$ cat config.mk
export PLATFORM = sky130hd
export DESIGN_NAME = pes_top
export DESIGN_NICKNAME = d
export VERILOG_FILES = /design/src/rtl/pes_pkg.sv /design/src/rtl/pes_sticky.sv /design/src/rtl/pes_ackid.sv /design/src/rtl/pes_top.sv
export SDC_FILE = /design/constraint.sdc
export NUM_CORES = 1
export LEC_CHECK = 0
export ABC_AREA = 0
export BUFFER_PORTS_ARGS = -buffer_cell sky130_fd_sc_hd__buf_2
export CORE_ASPECT_RATIO = 0.5
export CORE_MARGIN = 5
export CORE_UTILIZATION = 47
export DETAILED_ROUTE_END_ITERATION = 8
export GPL_ROUTABILITY_DRIVEN = 0
export MAX_ROUTING_LAYER = met4
export PLACE_DENSITY = 0.83
export RECOVER_POWER = 50
export SYNTH_ARGS = -nofsm -noshare
export SYNTH_HDL_FRONTEND = slang
export SYNTH_SLANG_ARGS = --single-unit
$ cat constraint.sdc
create_clock -name clk_i -period 2.2 [get_ports clk_i]
set_input_delay 0.44 -clock clk_i [delete_from_list [all_inputs] [get_ports clk_i]]
set_output_delay 0.44 -clock clk_i [all_outputs]
set_load 0.05 [all_outputs]
$ cat src/rtl/pes_pkg.sv
// ****************************************************************
// Shared constants for the port ackID and error status block.
// ****************************************************************
package pes_pkg;

  // Register byte addresses on the Wishbone bus.
  localparam logic [11:0] PES_ACKID_OFS  = 12'h148;
  localparam logic [11:0] PES_STATUS_OFS = 12'h158;

  // Field positions, counted with bit 0 as the least significant.
  localparam int PES_ACK_W       = 5;
  localparam int PES_ACK_LSB     = 0;
  localparam int PES_OUTST_LSB   = 8;
  localparam int PES_DROP_BIT    = 26;
  localparam int PES_FAIL_BIT    = 25;
  localparam int PES_DEG_BIT     = 24;
  localparam int PES_RE_BIT      = 20;
  localparam int PES_RS_BIT      = 18;
  localparam int PES_OK_BIT      = 1;
  localparam int PES_UNINIT_BIT  = 0;

  // Sticky flag slots inside the flag vector.
  localparam int PES_NFLAG  = 4;
  localparam int PES_F_DROP = 0;
  localparam int PES_F_FAIL = 1;
  localparam int PES_F_DEG  = 2;
  localparam int PES_F_RE   = 3;

  // Reset values and the fixed powered-down answer.
  localparam logic [31:0] PES_STATUS_RST = 32'h00000001;
  localparam logic [31:0] PES_PWRDN_VAL  = 32'h00000001;
  localparam logic [4:0]  PES_ACKID_RST  = 5'h00;

  // Time to process an ackID write, and its cycle count at 50 MHz.
  localparam int PES_CLK_MHZ   = 50;
  localparam int PES_APPLY_NS  = 40;
  localparam int PES_APPLY_CYC =
    ((PES_APPLY_NS * PES_CLK_MHZ + 999) / 1000 < 1) ? 1 :
    (PES_APPLY_NS * PES_CLK_MHZ + 999) / 1000;

  // States of the ackID write processing.
  typedef enum logic [1:0]
  {
    PES_IDLE = 2'b01,
    PES_PEND = 2'b10
  } pes_ack_state_t;

endpackage

$ cat src/rtl/pes_sticky.sv
`timescale 1ns/1ns
// ****************************************************************
// Sticky flags: set by hardware events, cleared by writing a one.
// ****************************************************************
module pes_sticky
  import pes_pkg::*;
#(
  parameter int N = 4
)
(
  input  wire logic         clk_i,
  input  wire logic         rst_i,
  input  wire logic [N-1:0] set_i,
  input  wire logic [N-1:0] clr_i,
  output logic      [N-1:0] flag_o
);

  typedef struct packed
  {
    logic [N-1:0] flag;
  } pes_sticky_t;

  pes_sticky_t  st_r;
  pes_sticky_t  st_nxt;
  logic [N-1:0] flag_nxt;

  // Each flag keeps its value; a set in the clearing cycle wins.
  for (genvar i = 0; i < N; i++)
  begin : g_flag
    assign flag_nxt[i] = set_i[i] | (st_r.flag[i] & ~clr_i[i]);
  end

  // Next state of the flag vector.
  always_comb
  begin
    st_nxt      = st_r;
    st_nxt.flag = flag_nxt;
  end

  // Flags clear on reset.
  always_ff @(posedge clk_i)
  begin
    if (rst_i)
      st_r <= '0;
    else
      st_r <= st_nxt;
  end

  assign flag_o = st_r.flag;

endmodule

$ cat src/rtl/pes_ackid.sv
`timescale 1ns/1ns
// ****************************************************************
// Outbound ackID counter with software-forced restart.
// ****************************************************************
module pes_ackid
  import pes_pkg::*;
#(
  parameter int APPLY_CYC = PES_APPLY_CYC
)
(
  input  wire logic                 clk_i,
  input  wire logic                 rst_i,
  input  wire logic                 wr_i,
  input  wire logic [PES_ACK_W-1:0] wdata_i,
  input  wire logic                 abort_i,
  input  wire logic                 sent_i,
  input  wire logic                 acked_i,
  output logic      [PES_ACK_W-1:0] next_o,
  output logic      [PES_ACK_W-1:0] outst_o,
  output logic                      retx_o,
  output logic                      busy_o
);

  typedef struct packed
  {
    pes_ack_state_t       st;
    logic [PES_ACK_W-1:0] next_id;
    logic [PES_ACK_W-1:0] outst;
    logic [PES_ACK_W-1:0] wval;
    logic [7:0]           cnt;
    logic                 retx;
  } pes_ackid_t;

  pes_ackid_t st_r;
  pes_ackid_t st_nxt;

  // Counts sent and acknowledged packets and applies pending writes.
  always_comb
  begin
    st_nxt      = st_r;
    st_nxt.retx = 1'b0;
    if (sent_i)
      st_nxt.next_id = st_r.next_id + 5'h01;
    if (acked_i)
      st_nxt.outst = st_r.outst + 5'h01;
    case (st_r.st)
      PES_IDLE:
      begin
        if (wr_i)
        begin
          st_nxt.st   = PES_PEND;
          st_nxt.wval = wdata_i;
          st_nxt.cnt  = 8'(APPLY_CYC - 1);
        end
      end
      PES_PEND:
      begin
        if (wr_i)
        begin
          // A newer write restarts processing with its own value.
          st_nxt.wval = wdata_i;
          st_nxt.cnt  = 8'(APPLY_CYC - 1);
        end
        else if (abort_i)
          st_nxt.st = PES_IDLE; // [RULE3]
        else if (st_r.cnt == 8'h00)
        begin
          // Applied in any port state, normal or error.
          st_nxt.st      = PES_IDLE; // [RULE4]
          st_nxt.next_id = st_r.wval; // [RULE2]
          st_nxt.outst   = st_r.wval;
          st_nxt.retx    = 1'b1; // [RULE2]
        end
        else
          st_nxt.cnt = st_r.cnt - 8'h01;
      end
      default:
        st_nxt.st = PES_IDLE;
    endcase
  end

  // State register.
  always_ff @(posedge clk_i)
  begin
    if (rst_i)
    begin
      st_r         <= '0;
      st_r.st      <= PES_IDLE;
      st_r.next_id <= PES_ACKID_RST;
      st_r.outst   <= PES_ACKID_RST;
    end
    else
      st_r <= st_nxt;
  end

  assign next_o  = st_r.next_id; // [RULE1]
  assign outst_o = st_r.outst;
  assign retx_o  = st_r.retx;
  assign busy_o  = (st_r.st == PES_PEND);

endmodule

$ cat src/rtl/pes_top.sv
`timescale 1ns/1ns
// Contract
// [RULE1] Hold next transmit ackID in bits 27 to 31 of ackID status; the code holds it in bits 0 to 4.
// [RULE2] Software write of next ackID restarts retransmission from it.
// [RULE3] Inbound error or retry during write processing discards the write.
// [RULE4] A written ackID applies in normal and in error port states.
// [RULE5] Software writes ackID only with an idle queue and quiet link.
// [RULE6] Status reads return 0x0000001 while the port is powered down.
// [RULE7] Set dropped flag on threshold drop, time-to-live or transfer error.
// [RULE8] Set failed flag when failed-port threshold is reached.
// [RULE9] Set degraded flag when degraded-port threshold is reached.
// [RULE10] Set retry-encountered flag when retry-halted becomes set.
// [RULE11] Flags clear by writing one; zero keeps; reserved read zero.
// [RULE12] Not-initialized set after reset, exclusive with link-up.
// [RULE13] Retry-halted shows output retry-stopped state.
module pes_top
  import pes_pkg::*;
#(
  parameter int APPLY_CYC = PES_APPLY_CYC
)
(
  input  wire logic                 clk_i,
  input  wire logic                 rst_i,
  input  wire logic                 wb_cyc_i,
  input  wire logic                 wb_stb_i,
  input  wire logic                 wb_we_i,
  input  wire logic [11:0]          wb_adr_i,
  input  wire logic [3:0]           wb_sel_i,
  input  wire logic [31:0]          wb_dat_i,
  output logic      [31:0]          wb_dat_o,
  output logic                      wb_ack_o,
  input  wire logic                 retry_stopped_i,
  input  wire logic                 link_up_i,
  input  wire logic                 powered_down_i,
  input  wire logic                 err_thresh_i,
  input  wire logic                 drop_en_i,
  input  wire logic                 ttl_expired_i,
  input  wire logic                 transfer_error_ack_i,
  input  wire logic                 mac_transfer_error_i,
  input  wire logic                 fail_thresh_i,
  input  wire logic                 deg_thresh_i,
  input  wire logic                 inbound_abort_i,
  input  wire logic                 pkt_sent_i,
  input  wire logic                 pkt_acked_i,
  output logic      [PES_ACK_W-1:0] next_tx_ackid_o,
  output logic                      retransmit_o,
  output logic                      ackid_busy_o
);

  // ****************************************************************
  // State record
  // ****************************************************************

  typedef struct packed
  {
    logic        ack;
    logic [31:0] dat;
    logic        rs_prev;
    logic        halted;
    logic        link_up;
  } pes_top_t;

  pes_top_t st_r;
  pes_top_t st_nxt;

  // ****************************************************************
  // Bus decode
  // ****************************************************************

  logic       req;
  logic       wr_en;
  logic       hit_ack;
  logic       hit_sts;
  logic [3:0] wsel;

  // A request is a live cycle with strobe; ack follows one cycle later.
  assign req     = wb_cyc_i & wb_stb_i;
  assign hit_ack = (wb_adr_i[11:2] == PES_ACKID_OFS[11:2]);
  assign hit_sts = (wb_adr_i[11:2] == PES_STATUS_OFS[11:2]);

  // Writes take effect on the edge at which the master sees ack.
  assign wr_en = req & wb_we_i & st_r.ack;
  assign wsel  = wr_en ? wb_sel_i : 4'h0;

  // ****************************************************************
  // AckID tracking
  // ****************************************************************

  logic                 ack_wr;
  logic [PES_ACK_W-1:0] next_id;
  logic [PES_ACK_W-1:0] outst_id;
  logic                 retx;
  logic                 busy;

  // The ackID field lives in the lowest byte lane.
  assign ack_wr = hit_ack & wsel[0]; // [RULE2]

  // Software is trusted to write only on a quiet link.
  pes_ackid #(
    .APPLY_CYC (APPLY_CYC)
  ) u_ackid (
    .clk_i   (clk_i),
    .rst_i   (rst_i),
    .wr_i    (ack_wr),
    .wdata_i (wb_dat_i[PES_ACK_LSB +: PES_ACK_W]), // [RULE5]
    .abort_i (inbound_abort_i), // [RULE3]
    .sent_i  (pkt_sent_i),
    .acked_i (pkt_acked_i),
    .next_o  (next_id),
    .outst_o (outst_id),
    .retx_o  (retx),
    .busy_o  (busy)
  );

  // ****************************************************************
  // Sticky flags
  // ****************************************************************

  logic [PES_NFLAG-1:0] fset;
  logic [PES_NFLAG-1:0] fclr;
  logic [PES_NFLAG-1:0] flags;
  logic                 drop_evt;

  // Any of the discard causes marks a dropped packet.
  assign drop_evt = (err_thresh_i & drop_en_i)
                  | ttl_expired_i
                  | transfer_error_ack_i
                  | mac_transfer_error_i; // [RULE7]

  // Event sources for each flag.
  always_comb
  begin
    fset             = '0;
    fset[PES_F_DROP] = drop_evt; // [RULE7]
    fset[PES_F_FAIL] = fail_thresh_i; // [RULE8]
    fset[PES_F_DEG]  = deg_thresh_i; // [RULE9]
    fset[PES_F_RE]   = retry_stopped_i & ~st_r.rs_prev; // [RULE10]
  end

  // Writing a one clears a flag; a zero leaves it alone.
  always_comb
  begin
    fclr             = '0;
    if (hit_sts)
    begin
      fclr[PES_F_DROP] = wsel[3] & wb_dat_i[PES_DROP_BIT]; // [RULE11]
      fclr[PES_F_FAIL] = wsel[3] & wb_dat_i[PES_FAIL_BIT]; // [RULE11]
      fclr[PES_F_DEG]  = wsel[3] & wb_dat_i[PES_DEG_BIT]; // [RULE11]
      fclr[PES_F_RE]   = wsel[2] & wb_dat_i[PES_RE_BIT]; // [RULE11]
    end
  end

  pes_sticky #(
    .N (PES_NFLAG)
  ) u_sticky (
    .clk_i  (clk_i),
    .rst_i  (rst_i),
    .set_i  (fset),
    .clr_i  (fclr),
    .flag_o (flags)
  );

  // ****************************************************************
  // Read data
  // ****************************************************************

  logic [31:0] ackid_word;
  logic [31:0] status_word;
  logic [31:0] rdata;

  // AckID register view; reserved bits read as zero.
  always_comb
  begin
    ackid_word = '0;
    ackid_word[PES_ACK_LSB +: PES_ACK_W]   = next_id; // [RULE1]
    ackid_word[PES_OUTST_LSB +: PES_ACK_W] = outst_id;
  end

  // Live status view; reserved bits read as zero.
  always_comb
  begin
    status_word = '0; // [RULE11]
    status_word[PES_DROP_BIT]   = flags[PES_F_DROP];
    status_word[PES_FAIL_BIT]   = flags[PES_F_FAIL];
    status_word[PES_DEG_BIT]    = flags[PES_F_DEG];
    status_word[PES_RE_BIT]     = flags[PES_F_RE];
    status_word[PES_RS_BIT]     = st_r.halted; // [RULE13]
    status_word[PES_OK_BIT]     = st_r.link_up; // [RULE12]
    status_word[PES_UNINIT_BIT] = ~st_r.link_up; // [RULE12]
  end

  // Address decode; unmapped addresses read zero and still ack.
  always_comb
  begin
    if (hit_ack)
      rdata = ackid_word;
    else if (hit_sts && powered_down_i)
      rdata = PES_PWRDN_VAL; // [RULE6]
    else if (hit_sts)
      rdata = status_word;
    else
      rdata = '0;
  end

  // ****************************************************************
  // State update
  // ****************************************************************

  // Ack pulses once per request; read data is caught with it.
  always_comb
  begin
    st_nxt         = st_r;
    st_nxt.ack     = req & ~st_r.ack;
    st_nxt.rs_prev = retry_stopped_i;
    st_nxt.halted  = retry_stopped_i; // [RULE13]
    st_nxt.link_up = link_up_i;
    if (req && !st_r.ack)
      st_nxt.dat = rdata;
  end

  // Reset leaves the link marked not initialized.
  always_ff @(posedge clk_i)
  begin
    if (rst_i)
    begin
      st_r     <= '0;
      st_r.dat <= '0; // [RULE12]
    end
    else
      st_r <= st_nxt;
  end

  // ****************************************************************
  // Outputs
  // ****************************************************************

  assign wb_ack_o        = st_r.ack;
  assign wb_dat_o        = st_r.dat;
  assign next_tx_ackid_o = next_id; // [RULE1]
  assign retransmit_o    = retx; // [RULE2]
  assign ackid_busy_o    = busy;

endmodule

* Word level (Yosys, flattened, before mapping)
Cells that the tools add are included.
Storage, ports and cells: input bits 66, output and inout bits 40, word-level logic and storage cells 84, bits in registers 65
Operators by class: equal/unequal tests 10, add/subtract/negate cells 3, bitwise operators 30, multiplexer cells 21, reductions and logical operators 9
Operators with widths (number):
- 27-bit 2-to-1 mux | 3
- 13-bit case mux with 2 select lines | 1
- 12-bit 2-to-1 mux | 2
- 10-bit by 7-bit equality test with 1-bit output (second input constant) | 2
- 10-bit 2-to-1 mux | 2
- 8-bit 2-to-1 mux | 2
- 1-bit bitwise AND | 15
- 5-bit 2-to-1 mux | 3
- 13-bit 2-to-1 mux | 1
- 5-bit by 1-bit adder with 5-bit output (second input constant) | 2
- 9-bit 2-to-1 mux | 1
- 8-bit logical NOT | 1
- 4-bit 2-to-1 mux | 2
- 1-bit inverter | 8
- 8-bit by 1-bit subtractor with 8-bit output (second input constant) | 1
- 1-bit bitwise OR | 7
- 3-bit by 2-bit inequality test with 1-bit output (second input constant) | 2
- 3-bit AND reduction | 2
- 2-bit 2-to-1 mux | 2
- 2-bit inequality test (second input constant) | 2
- 2-bit case mux with 2 select lines | 1
- 4-bit AND reduction | 1
- 4-bit OR reduction | 1
- 3-bit inequality test (second input constant) | 1
- other kinds (7) | 8

* Longest topological paths before layout
Gate-level depths: netlist (run 1).
depth after elaboration 9, depth in mapped cells 7, mapped depth without buffers 7

* Cells and area by module
From an unflattened synthesis (run 1), not the netlist that was laid out.
Second synthesis, totals: cells, all modules 271, area, all modules 2552.4 µm²
By module, submodules not included:
- pes_ackid | cells each 156, times used 1, area an instance 1432.6 µm², seq. area each 520.5 µm²
- pes_top | cells each 99, times used 1, area an instance 979.7 µm², seq. area each 360.3 µm²
- pes_sticky | cells each 16, times used 1, area an instance 140.1 µm², seq. area each 80.1 µm²

* Worst setup path after synthesis (run 1)
Ideal clock, no wire load.
path type flip-flop to flip-flop, start point reg st_r, in the netlist wb_ack_o, end point reg u_ackid.st_r[6] (netlist bit), buffers on the path 0, library setup time 0.117 ns, clock period less this slack 1.766 ns, slack 0.434 ns, data required time 2.083 ns, cell stages (with the launch flop) 6, arrival time 1.649 ns, cells stage by stage dfxtp_1 > and4_1 > nand4_2 > nor2_2 > o32ai_1 > a32o_1
On the way: longest elaborated chain between the ends 5, elaborated cells on any way between the ends 9, those cells by class 3 x eq/ne; 3 x mux; 2 x bitwise; 1 x reduce/logical
RTL lines:
- start: declaration | line pes_top.sv:63 | pes_top_t st_r;
- start signal: assignment | line pes_top.sv:230 | st_r <= st_nxt;
- 1-bit bitwise AND (*) | line pes_top.sv:82 | assign wr_en = req & wb_we_i & st_r.ack;
- 4-bit 2-to-1 mux (*) | line pes_top.sv:83 | assign wsel = wr_en ? wb_sel_i : 4'h0;
- 1-bit bitwise AND (*) | line pes_top.sv:96 | assign ack_wr = hit_ack & wsel[0];
- 3-bit inequality test (no source line), or another cell as far along
- 4-bit AND reduction (no source line) / 13-bit case mux with 2 select lines (equally long branches)
- end signal: assignment | line pes_ackid.sv:93 | st_r <= st_nxt;
- end: declaration | line pes_ackid.sv:34 | pes_ackid_t st_r;
Every way passes the cells marked *; elsewhere a longest branch is shown, timed or not. A chain may end at the register's enable or synchronous reset.

* Final worst setup path (run 1)
start point reg u_ackid.st_r[1] (netlist bit), end point reg u_ackid.st_r, in the netlist u_ackid.outst_o[3]
On the way: longest elaborated chain between the ends 5
RTL lines:
- 8-bit logical NOT | line pes_ackid.sv:66 | else if (st_r.cnt == 8'h00)
- 12-bit 2-to-1 mux | line pes_ackid.sv:66
- 10-bit 2-to-1 mux | line pes_ackid.sv:64 | else if (abort_i)
- 12-bit 2-to-1 mux | line pes_ackid.sv:58 | if (wr_i)
- 10-bit 2-to-1 mux | line pes_ackid.sv:46 | case (st_r.st)
No other way between the ends. The select of a mux whose other input is x is not followed.

==> results.cfg, run 1 <==
[status]
status = finished clean

[placement]
portBuffers = 62
place_area_um2 = 2550
post-place-ws_ps = 190
hpwl_um = 4030

[yosys]
muxShareOfSynthArea = 0.0296
async_reset_ff_frac = 0
syn_area_um2 = 2370
syn_avg_cell_area_um2 = 9.60
synth_warnings = 0
yosys.area_share.simple = 0.194
synthXorXnorAreaFrac = 0.0296
synthCells = 247
synth_compound_area_frac = 0.179
synth-adder-area-share = 0.0211
synth_cell_types = 49
yosys_most_used_dff = dfxtp_1
synth_top_family_by_area = simple AND/OR/NAND/NOR gates
seq_area_frac_synth = 0.405
synth-edff-count = 0
synth-seq-cells = 48

[power]
switching_share = 0.278
p_leak_uw = 0.00107
clkPwrFrac = 0.341
pwr-share-seq = 0.543
intPower_uw = 1200
worst_ir_drop_vdd_mv = 0.283
power_density_nw_per_um2 = 638
power_frac_comb = 0.116
netSwitchingPower_uw = 460

[timing]
setup_tns_ps = 0
period_share = 0.902
finalCriticalPeriod_ps = 1990
finalClockSkew_ps = 5.93
setup_slack_ps = 215
drv_slew = 0
hold_viol = 0
setup_viol = 0
rsz0062_at_grt = no
max_clock_freq_ghz = 0.504
relSlewSlack = 0.264
worstMarginPinSlew_ps = 1100

[detailed_routing]
drc_errors = 0
drt_pass1_iterations = 4
met2_length_um = 2640
wl_met1_um = 2110
drt-initial-drc-count = 103
drtAntennaViolNets = 0
wl_um = 5150
wl_met3_um = 314
wire_per_inst_um = 14.2
vias_per_cell = 5.26
top_layer = met4
vias = 1914

[hold_path]
hold-path-cell-count = 2
whs_endpoint = u_sticky.flag_o[1]
worstHoldStart = fail_thresh_i
min_path_type = in2reg

[setup_path]
path_class = reg2reg
reg2reg_from = u_ackid.st_r[1]
reg2reg_to = u_ackid.outst_o[3]
cp_top_family = compound AO/OA/AOI/OAI gates
reg2regPathDepth = 6
path_cells = inv_1 -> ha_1 -> nor3b_1 -> nand2_2 -> o41ai_4 -> o21ai_0
cpMaxStageDelayCell = o41ai_4
crit_path_start_kind = flip-flop
critical_path_buf_inv_count = 1
reg2reg_slack_ps = 210
crit_fanout = 10
cp_slowest_stage_delay_ps = 560
arrival_ps = 2150
cp.required_ps = 2370
endpoint_kind = flip-flop

[finish]
synthToLayoutAreaGrowth_pct = 9.55
fin_nets = 363
utilization = 0.529
antennaDiodeCount = 0
final_layout_size_suffix_gt1_frac = 0.211
final_common_cell = dfxtp_1
stdcell_area_um2 = 2600
layout_common_cells = dfxtp_1, buf_2, clkbuf_1

[die]
die_width_um = 110
dieArea_um2 = 6650
die_h_um = 60.2
start_util = 0.483
io_pins = 106
fp-row-count = 18
core_area_um2 = 4910

[flow_run]
drv_cap = 0

[global_routing]
grt_pass1_vias = 1832
grtUsageTotal = 0.157
grt-ovfl-total = 0
grt_pass1_wl_um = 8160
antenna_found_initial = 0
grt_max_degree = 24

[clock_network]
htreeDepth = 2
postCtsSetupBuffers = 0
cts_sinks = 48
cts.clk_slew.worst_paths_ps = 90
clockBufferDepth = 2
cts_root_buf = clkbuf_8
cts_tree = built
numCtsBuffers = 5
clkLatencyLatePin_ps = 310
cts_hold_buf = 0
cts_resized = 0
[cells in the mapped netlist, types with 3 or more instances]
master,instances,share of area
dfxtp_1,48,0.41
buf_4,37,0.12
nor2_1,19,0.030
o21ai_0,13,0.027
nand2_1,11,0.017
a22o_1,9,0.033
inv_1,9,0.014
mux2i_1,7,0.030
a21oi_1,6,0.013
a22oi_1,6,0.019
nand4_1,6,0.016
nor3_1,6,0.013
xor2_1,6,0.022
clkbuf_1,5,0.0079
ha_1,4,0.021
nand3_1,4,0.0084
nor3b_1,4,0.013
o32ai_1,4,0.015
nand2b_1,3,0.0079
nand3b_1,3,0.0095
[metal layers]
metal  vias up  GRT usage
li1        928          -
met1       917      0.163
met2        59      0.297
met3        10     0.0415
met4         0     0.0579
met5         -          -
[final cells by class]
type	count	area [um^2]
multi-input cells	164	1120
well taps	70	87.6
flip-flops and latches	48	961
clock buffers	6	82.6
clock inverters	2	13.8
inverters	9	33.8
fillers	455	2310
repair buffers	65	298
[worst max path at each step]
stage | start | endpoint | slack [ps] | depth (start not counted)
finish | u_ackid.st_r[1] | u_ackid.outst_o[3] | 210 | 6
global route | wb_adr_i[2] | u_ackid.st_r[11] | 80 | 6
CTS | u_ackid.st_r[1] | u_ackid.outst_o[3] | 250 | 6
detailed placement | wb_adr_i[2] | u_sticky.flag_o[2] | 190 | 6
global placement | wb_adr_i[2] | u_sticky.flag_o[1] | 230 | 6
floorplan | wb_ack_o | u_ackid.st_r[6] | 430 | 5
[power groups by stage]
stage	logic, uW	clock network, uW	registers (uW)
finish	192	566	900
global route	206	608	903
CTS	195	570	900
detailed placement	194	0	920
global placement	189	0	918
floorplan	160	0	918
[stage by stage]
stage,instances,total power (uW),hold WS [ps]
after floorplan,263,1080,438
after global routing,364,1720,341
after CTS,364,1660,339
after detailed placement,356,1110,466
final,364,1660,343
after global placement,356,1110,457
[cells by family (layout without fill, tap and decap cells)]
group           Yosys count  in the layout
other cells               1             17
mux                       7              7
flops                    48             48
buf+inv                  51             82
fa+ha+maj                 4              4
xor+xnor                  8              8
compound gates           55             55
simple gates             73             73
[flip-flops by register name, summed over array words and instances (netlist names)]
| signal | flops |
|---|---|
| st_r | 2 |
| wb_dat_o | 15 |
| u_ackid.st_r | 15 |
| wb_ack_o | 1 |
| u_ackid.next_o | 5 |
| u_sticky.flag_o | 4 |
| u_ackid.outst_o | 5 |
| u_ackid.retx_o | 1 |
No activity file was read; power rests on OpenSTA's default activity.
==> run 2: changes to the inputs <==
--- a/config.mk
+++ b/config.mk
@@ -9,10 +9,9 @@
 export BUFFER_PORTS_ARGS = -buffer_cell sky130_fd_sc_hd__buf_2
 export CORE_ASPECT_RATIO = 0.5
-export CORE_MARGIN = 5
-export CORE_UTILIZATION = 47
+export CORE_UTILIZATION = 51
 export DETAILED_ROUTE_END_ITERATION = 8
 export GPL_ROUTABILITY_DRIVEN = 0
 export MAX_ROUTING_LAYER = met4
-export PLACE_DENSITY = 0.83
+export PLACE_DENSITY = 0.89
 export RECOVER_POWER = 50
 export SYNTH_ARGS = -nofsm -noshare
==> constraint.sdc (replaced) <==
create_clock -name clk_i -period 2.3 [get_ports clk_i]
set_input_delay 0.46 -clock clk_i [delete_from_list [all_inputs] [get_ports clk_i]]
set_output_delay 0.46 -clock clk_i [all_outputs]
set_load 0.005 [all_outputs]
==> run 2 against run 1 <==
Net effect:
- power fell by 9.3%
- combinational power decreased by 40%
- maximum frequency decreased by 2.6%
- register-to-register slack improved by 50 ps
- core utilization increased by 5.6 points
- largest cell class unchanged
- highest routed layer unchanged
==> results.cfg, run 2 (synthesis results as in run 1) <==
[timing]
max_clock_freq_ghz = 0.490
worstMarginPinSlew_ps = 1040
drv_slew = 0
relSlewSlack = 0.307
finalClockSkew_ps = 8.19
setup_tns_ps = 0
period_share = 0.887
setup_slack_ps = 261
rsz0062_at_grt = no
finalCriticalPeriod_ps = 2040
setup_viol = 0
hold_viol = 0

[detailed_routing]
drc_errors = 0
drt-initial-drc-count = 93
wl_um = 5000
vias_per_cell = 5.49
drtAntennaViolNets = 0
wire_per_inst_um = 14.3
vias = 1921
drt_pass1_iterations = 6

[global_routing]
grt_pass1_wl_um = 7890
grt_max_degree = 24
grt_pass1_vias = 1716
antenna_found_initial = 0
grt-ovfl-total = 0
grtUsageTotal = 0.215

[die]
core_area_um2 = 4420
fp-row-count = 17
die_width_um = 98.4
dieArea_um2 = 4940
io_pins = 106
die_h_um = 50.2
start_util = 0.536

[setup_path]
path_class = reg2reg
crit_path_start_kind = flip-flop
cp.required_ps = 2480
critical_path_buf_inv_count = 1
arrival_ps = 2220
reg2regPathDepth = 6
cpMaxStageDelayCell = o41ai_4
cp_top_family = compound AO/OA/AOI/OAI gates
reg2reg_to = u_ackid.outst_o[1]
path_cells = inv_1 -> ha_1 -> nor3b_1 -> nand2_2 -> o41ai_4 -> o21ai_0
cp_slowest_stage_delay_ps = 560
reg2reg_slack_ps = 260
setup.worst_path.start = u_ackid.st_r[1]
crit_fanout = 10
reg2reg_from = u_ackid.st_r[1]
endpoint_kind = flip-flop

[clock_network]
cts_sinks = 48
cts_resized = 0
cts_hold_buf = 0
cts.clk_slew.worst_paths_ps = 80
htreeDepth = 2
cts_root_buf = clkbuf_8
postCtsSetupBuffers = 0
cts_tree = built
clockBufferDepth = 2
numCtsBuffers = 5
clkLatencyLatePin_ps = 320

[placement]
post-place-ws_ps = 237
hpwl_um = 3720
portBuffers = 62

[hold_path]
min_path_type = in2reg
hold-path-cell-count = 2
worstHoldStart = link_up_i
whs_endpoint = st_r[0]

[finish]
antennaDiodeCount = 0
layout_common_cells = buf_2, dfxtp_1, nor2_1
n_fill_cell = 377
multiInputGateArea_um2 = 1110
fin_nets = 363
final_common_cell = buf_2
synthToLayoutAreaGrowth_pct = 9.18
final_layout_size_suffix_gt1_frac = 0.259
seqCellArea_um2 = 961

[power]
worst_ir_drop_vdd_mv = 0.239
power_density_nw_per_um2 = 581
total_power_uw = 1500
p_leak_uw = 0.00114

[flow_run]
drv_cap = 0

[status]
status = finished clean
## run 2: where the power goes
group | total, uW | switching [uW] | internal (uW) | leakage, uW
Combinational | 115 | 61.5 | 53.9 | 0.000700
Clock | 527 | 287 | 240 | 0.0000473
Sequential | 861 | 14.6 | 846 | 0.000389
## run 2: worst max path at each step
stage / slack [ps] / endpoint / cells after the start
global route: 90 / u_ackid.outst_o[3] / 6
CTS: 280 / u_ackid.outst_o[0] / 6
finish: 260 / u_ackid.outst_o[1] / 6
global placement: 330 / u_sticky.flag_o[2] / 6
detailed placement: 240 / u_sticky.flag_o[2] / 6
floorplan: 660 / u_ackid.next_o[0] / 6
## run 2: layout make-up
class,instances,share of cell area
multi-input combinational,164,0.431
sequential,48,0.371
timing repair buffer,65,0.122
clock buffer,6,0.0319
tap,57,0.0275
inverter,9,0.0130
clock inverter,1,0.00338
## run 2: through the flow
step,hold slack (ps),cells,utilization,cell area [um^2]
after floorplan,438,263,-,2430
after global placement,456,343,0.574,2540
after detailed placement,459,343,0.574,2540
after CTS,352,350,0.594,2630
after global routing,368,350,0.585,2590
final,354,350,0.585,2590
## run 2: metal layers
| layer | track usage | routed length, um | up-vias |
|---|---|---|---|
| met5 | - | 0 | - |
| met4 | 0.112 | 133 | 0 |
| met3 | 0.0501 | 252 | 14 |
| met2 | 0.380 | 2550 | 79 |
| met1 | 0.232 | 2070 | 903 |
| li1 | - | - | 925 |
==> run 3: changes to the inputs <==
PLACE_DENSITY = 0.94   (was 0.89)
==> run 3 against run 2 <==
Net effect:
- the flow now finishes with violations (DRC)
- core utilization grew 0.59 points
- count of clock-buffer cells in the layout is the same
- sequential power is essentially flat
- via count grew 2.1%
- worst setup slack lost 31 ps
- power grew 0.98%
- design area grew 1.0%
- combinational power is essentially flat
- sequential share of layout area shrank 0.37 points
- wire length shrank 0.50%
- clock skew grew 2.4 ps
- largest cell class unchanged
- highest routed layer unchanged
==> results.cfg, run 3 (synthesis results as in run 1) <==
[die]
io_pins = 106
core_area_um2 = 4420
start_util = 0.536
fp-row-count = 17
dieArea_um2 = 4940
die_h_um = 50.2
die_width_um = 98.4

[clock_network]
numCtsBuffers = 5
cts_tree = built
clkLatencyLatePin_ps = 320
clockBufferDepth = 2
cts_resized = 0
cts.clk_slew.worst_paths_ps = 90
htreeDepth = 2
cts_hold_buf = 0
postCtsSetupBuffers = 0
cts_root_buf = clkbuf_8
cts_sinks = 48

[setup_path]
endpoint_kind = flip-flop
path_class = reg2reg
path_cells = inv_1 -> ha_1 -> nor3b_1 -> nand2_2 -> o41ai_4 -> o21ai_0
cp_slowest_stage_delay_ps = 540
critical_path_buf_inv_count = 1
cp.required_ps = 2470
cpMaxStageDelayCell = o41ai_4
crit_fanout = 10
arrival_ps = 2240
crit_path_start_kind = flip-flop
cp_top_family = compound AO/OA/AOI/OAI gates

[finish]
fin_nets = 363
final_layout_size_suffix_gt1_frac = 0.286
layout_common_cells = buf_2, dfxtp_1, nor2_1
antennaDiodeCount = 0
synthToLayoutAreaGrowth_pct = 10.3
final_common_cell = buf_2
utilization = 0.591

[power]
p_leak_uw = 0.00117
power_density_nw_per_um2 = 580
worst_ir_drop_vdd_mv = 0.260

[status]
violations = DRC
status = finished, violations left

[detailed_routing]
vias = 1961
drt-initial-drc-count = 95
drc_errors = 5
drtAntennaViolNets = 0
drt_pass1_iterations = 7
vias_per_cell = 5.59
wire_per_inst_um = 14.2
wl_um = 4980

[timing]
finalClockSkew_ps = 10.5
worstMarginPinSlew_ps = 1060
setup_slack_ps = 230
setup_tns_ps = 0
rsz0062_at_grt = no
relSlewSlack = 0.293
setup_viol = 0
hold_viol = 0
drv_slew = 0
max_clock_freq_ghz = 0.483
period_share = 0.900
finalCriticalPeriod_ps = 2070

[global_routing]
antenna_found_initial = 0
grt_pass1_wl_um = 7810
grt-ovfl-total = 0
grtUsageTotal = 0.210
grt_max_degree = 24
grt_pass1_vias = 1721

[placement]
hpwl_um = 3610
portBuffers = 62
post-place-ws_ps = 313

[flow_run]
drv_cap = 0

[hold_path]
min_path_type = in2reg
==> run 3: cell types whose count changed in the layout (fill, tap and decap cells not counted) <==
cell / previous run / this run
clkbuf_1: 9 / 3
buf_2: 55 / 60
buf_4: 1 / 2
clkinv_4: 1 / 0
a21oi_1: 7 / 6
clkinv_2: 0 / 1
a21oi_4: 0 / 1
inv_6: 0 / 1
==> run 3: worst register-to-register path: stages, from the launching register on <==
cell	delay, ps
dfxtp_1	340
inv_1	110
ha_1	200
nor3b_1	360
nand2_2	190
o41ai_4	540
o21ai_0	210
==> run 3: per-stage QoR <==
step | hold WS (ps) | total power, uW | instances | instance area [um^2]
floorplan | 438 | 960 | 263 | 2430
global placement | 457 | 989 | 343 | 2540
detailed placement | 460 | 994 | 343 | 2540
CTS | 351 | 1520 | 351 | 2640
global route | 353 | 1590 | 351 | 2620
finish | 353 | 1520 | 351 | 2620
==> run 3: worst paths after layout <==
kind / start / to / slack [ps] / cells after the start
worst max-delay path: u_ackid.st_r[1] / u_ackid.outst_o[1] / 230 / 6
worst min-delay path: link_up_i / st_r[0] / 350 / 2
worst max register to register: u_ackid.st_r[1] / u_ackid.outst_o[1] / 230 / 6
worst min register to register: wb_dat_o[12] / wb_dat_o[12] / 480 / 1
==> run 3: metal layers <==
metal	up-vias	GRT usage	part of all wire
li1	924	-	-
met3	11	0.0641	0.064
met4	0	0.0945	0.018
met1	944	0.235	0.42
met5	-	-	0
met2	82	0.356	0.50
==> run 3: area by class of cell <==
cell class / count / area [um^2]
timing repair buffer: 65 / 327
clock inverter: 2 / 13.8
multi-input combinational: 164 / 1130
inverter: 9 / 33.8
tap: 57 / 71.3
sequential: 48 / 961
clock buffer: 6 / 82.6
fill: 356 / 1810
==> run 3: where the power goes <==
group          internal [uW]  switching [uW]
sequential               846            14.4
clock                    246             297
combinational           54.1            60.4
total                   1150             372
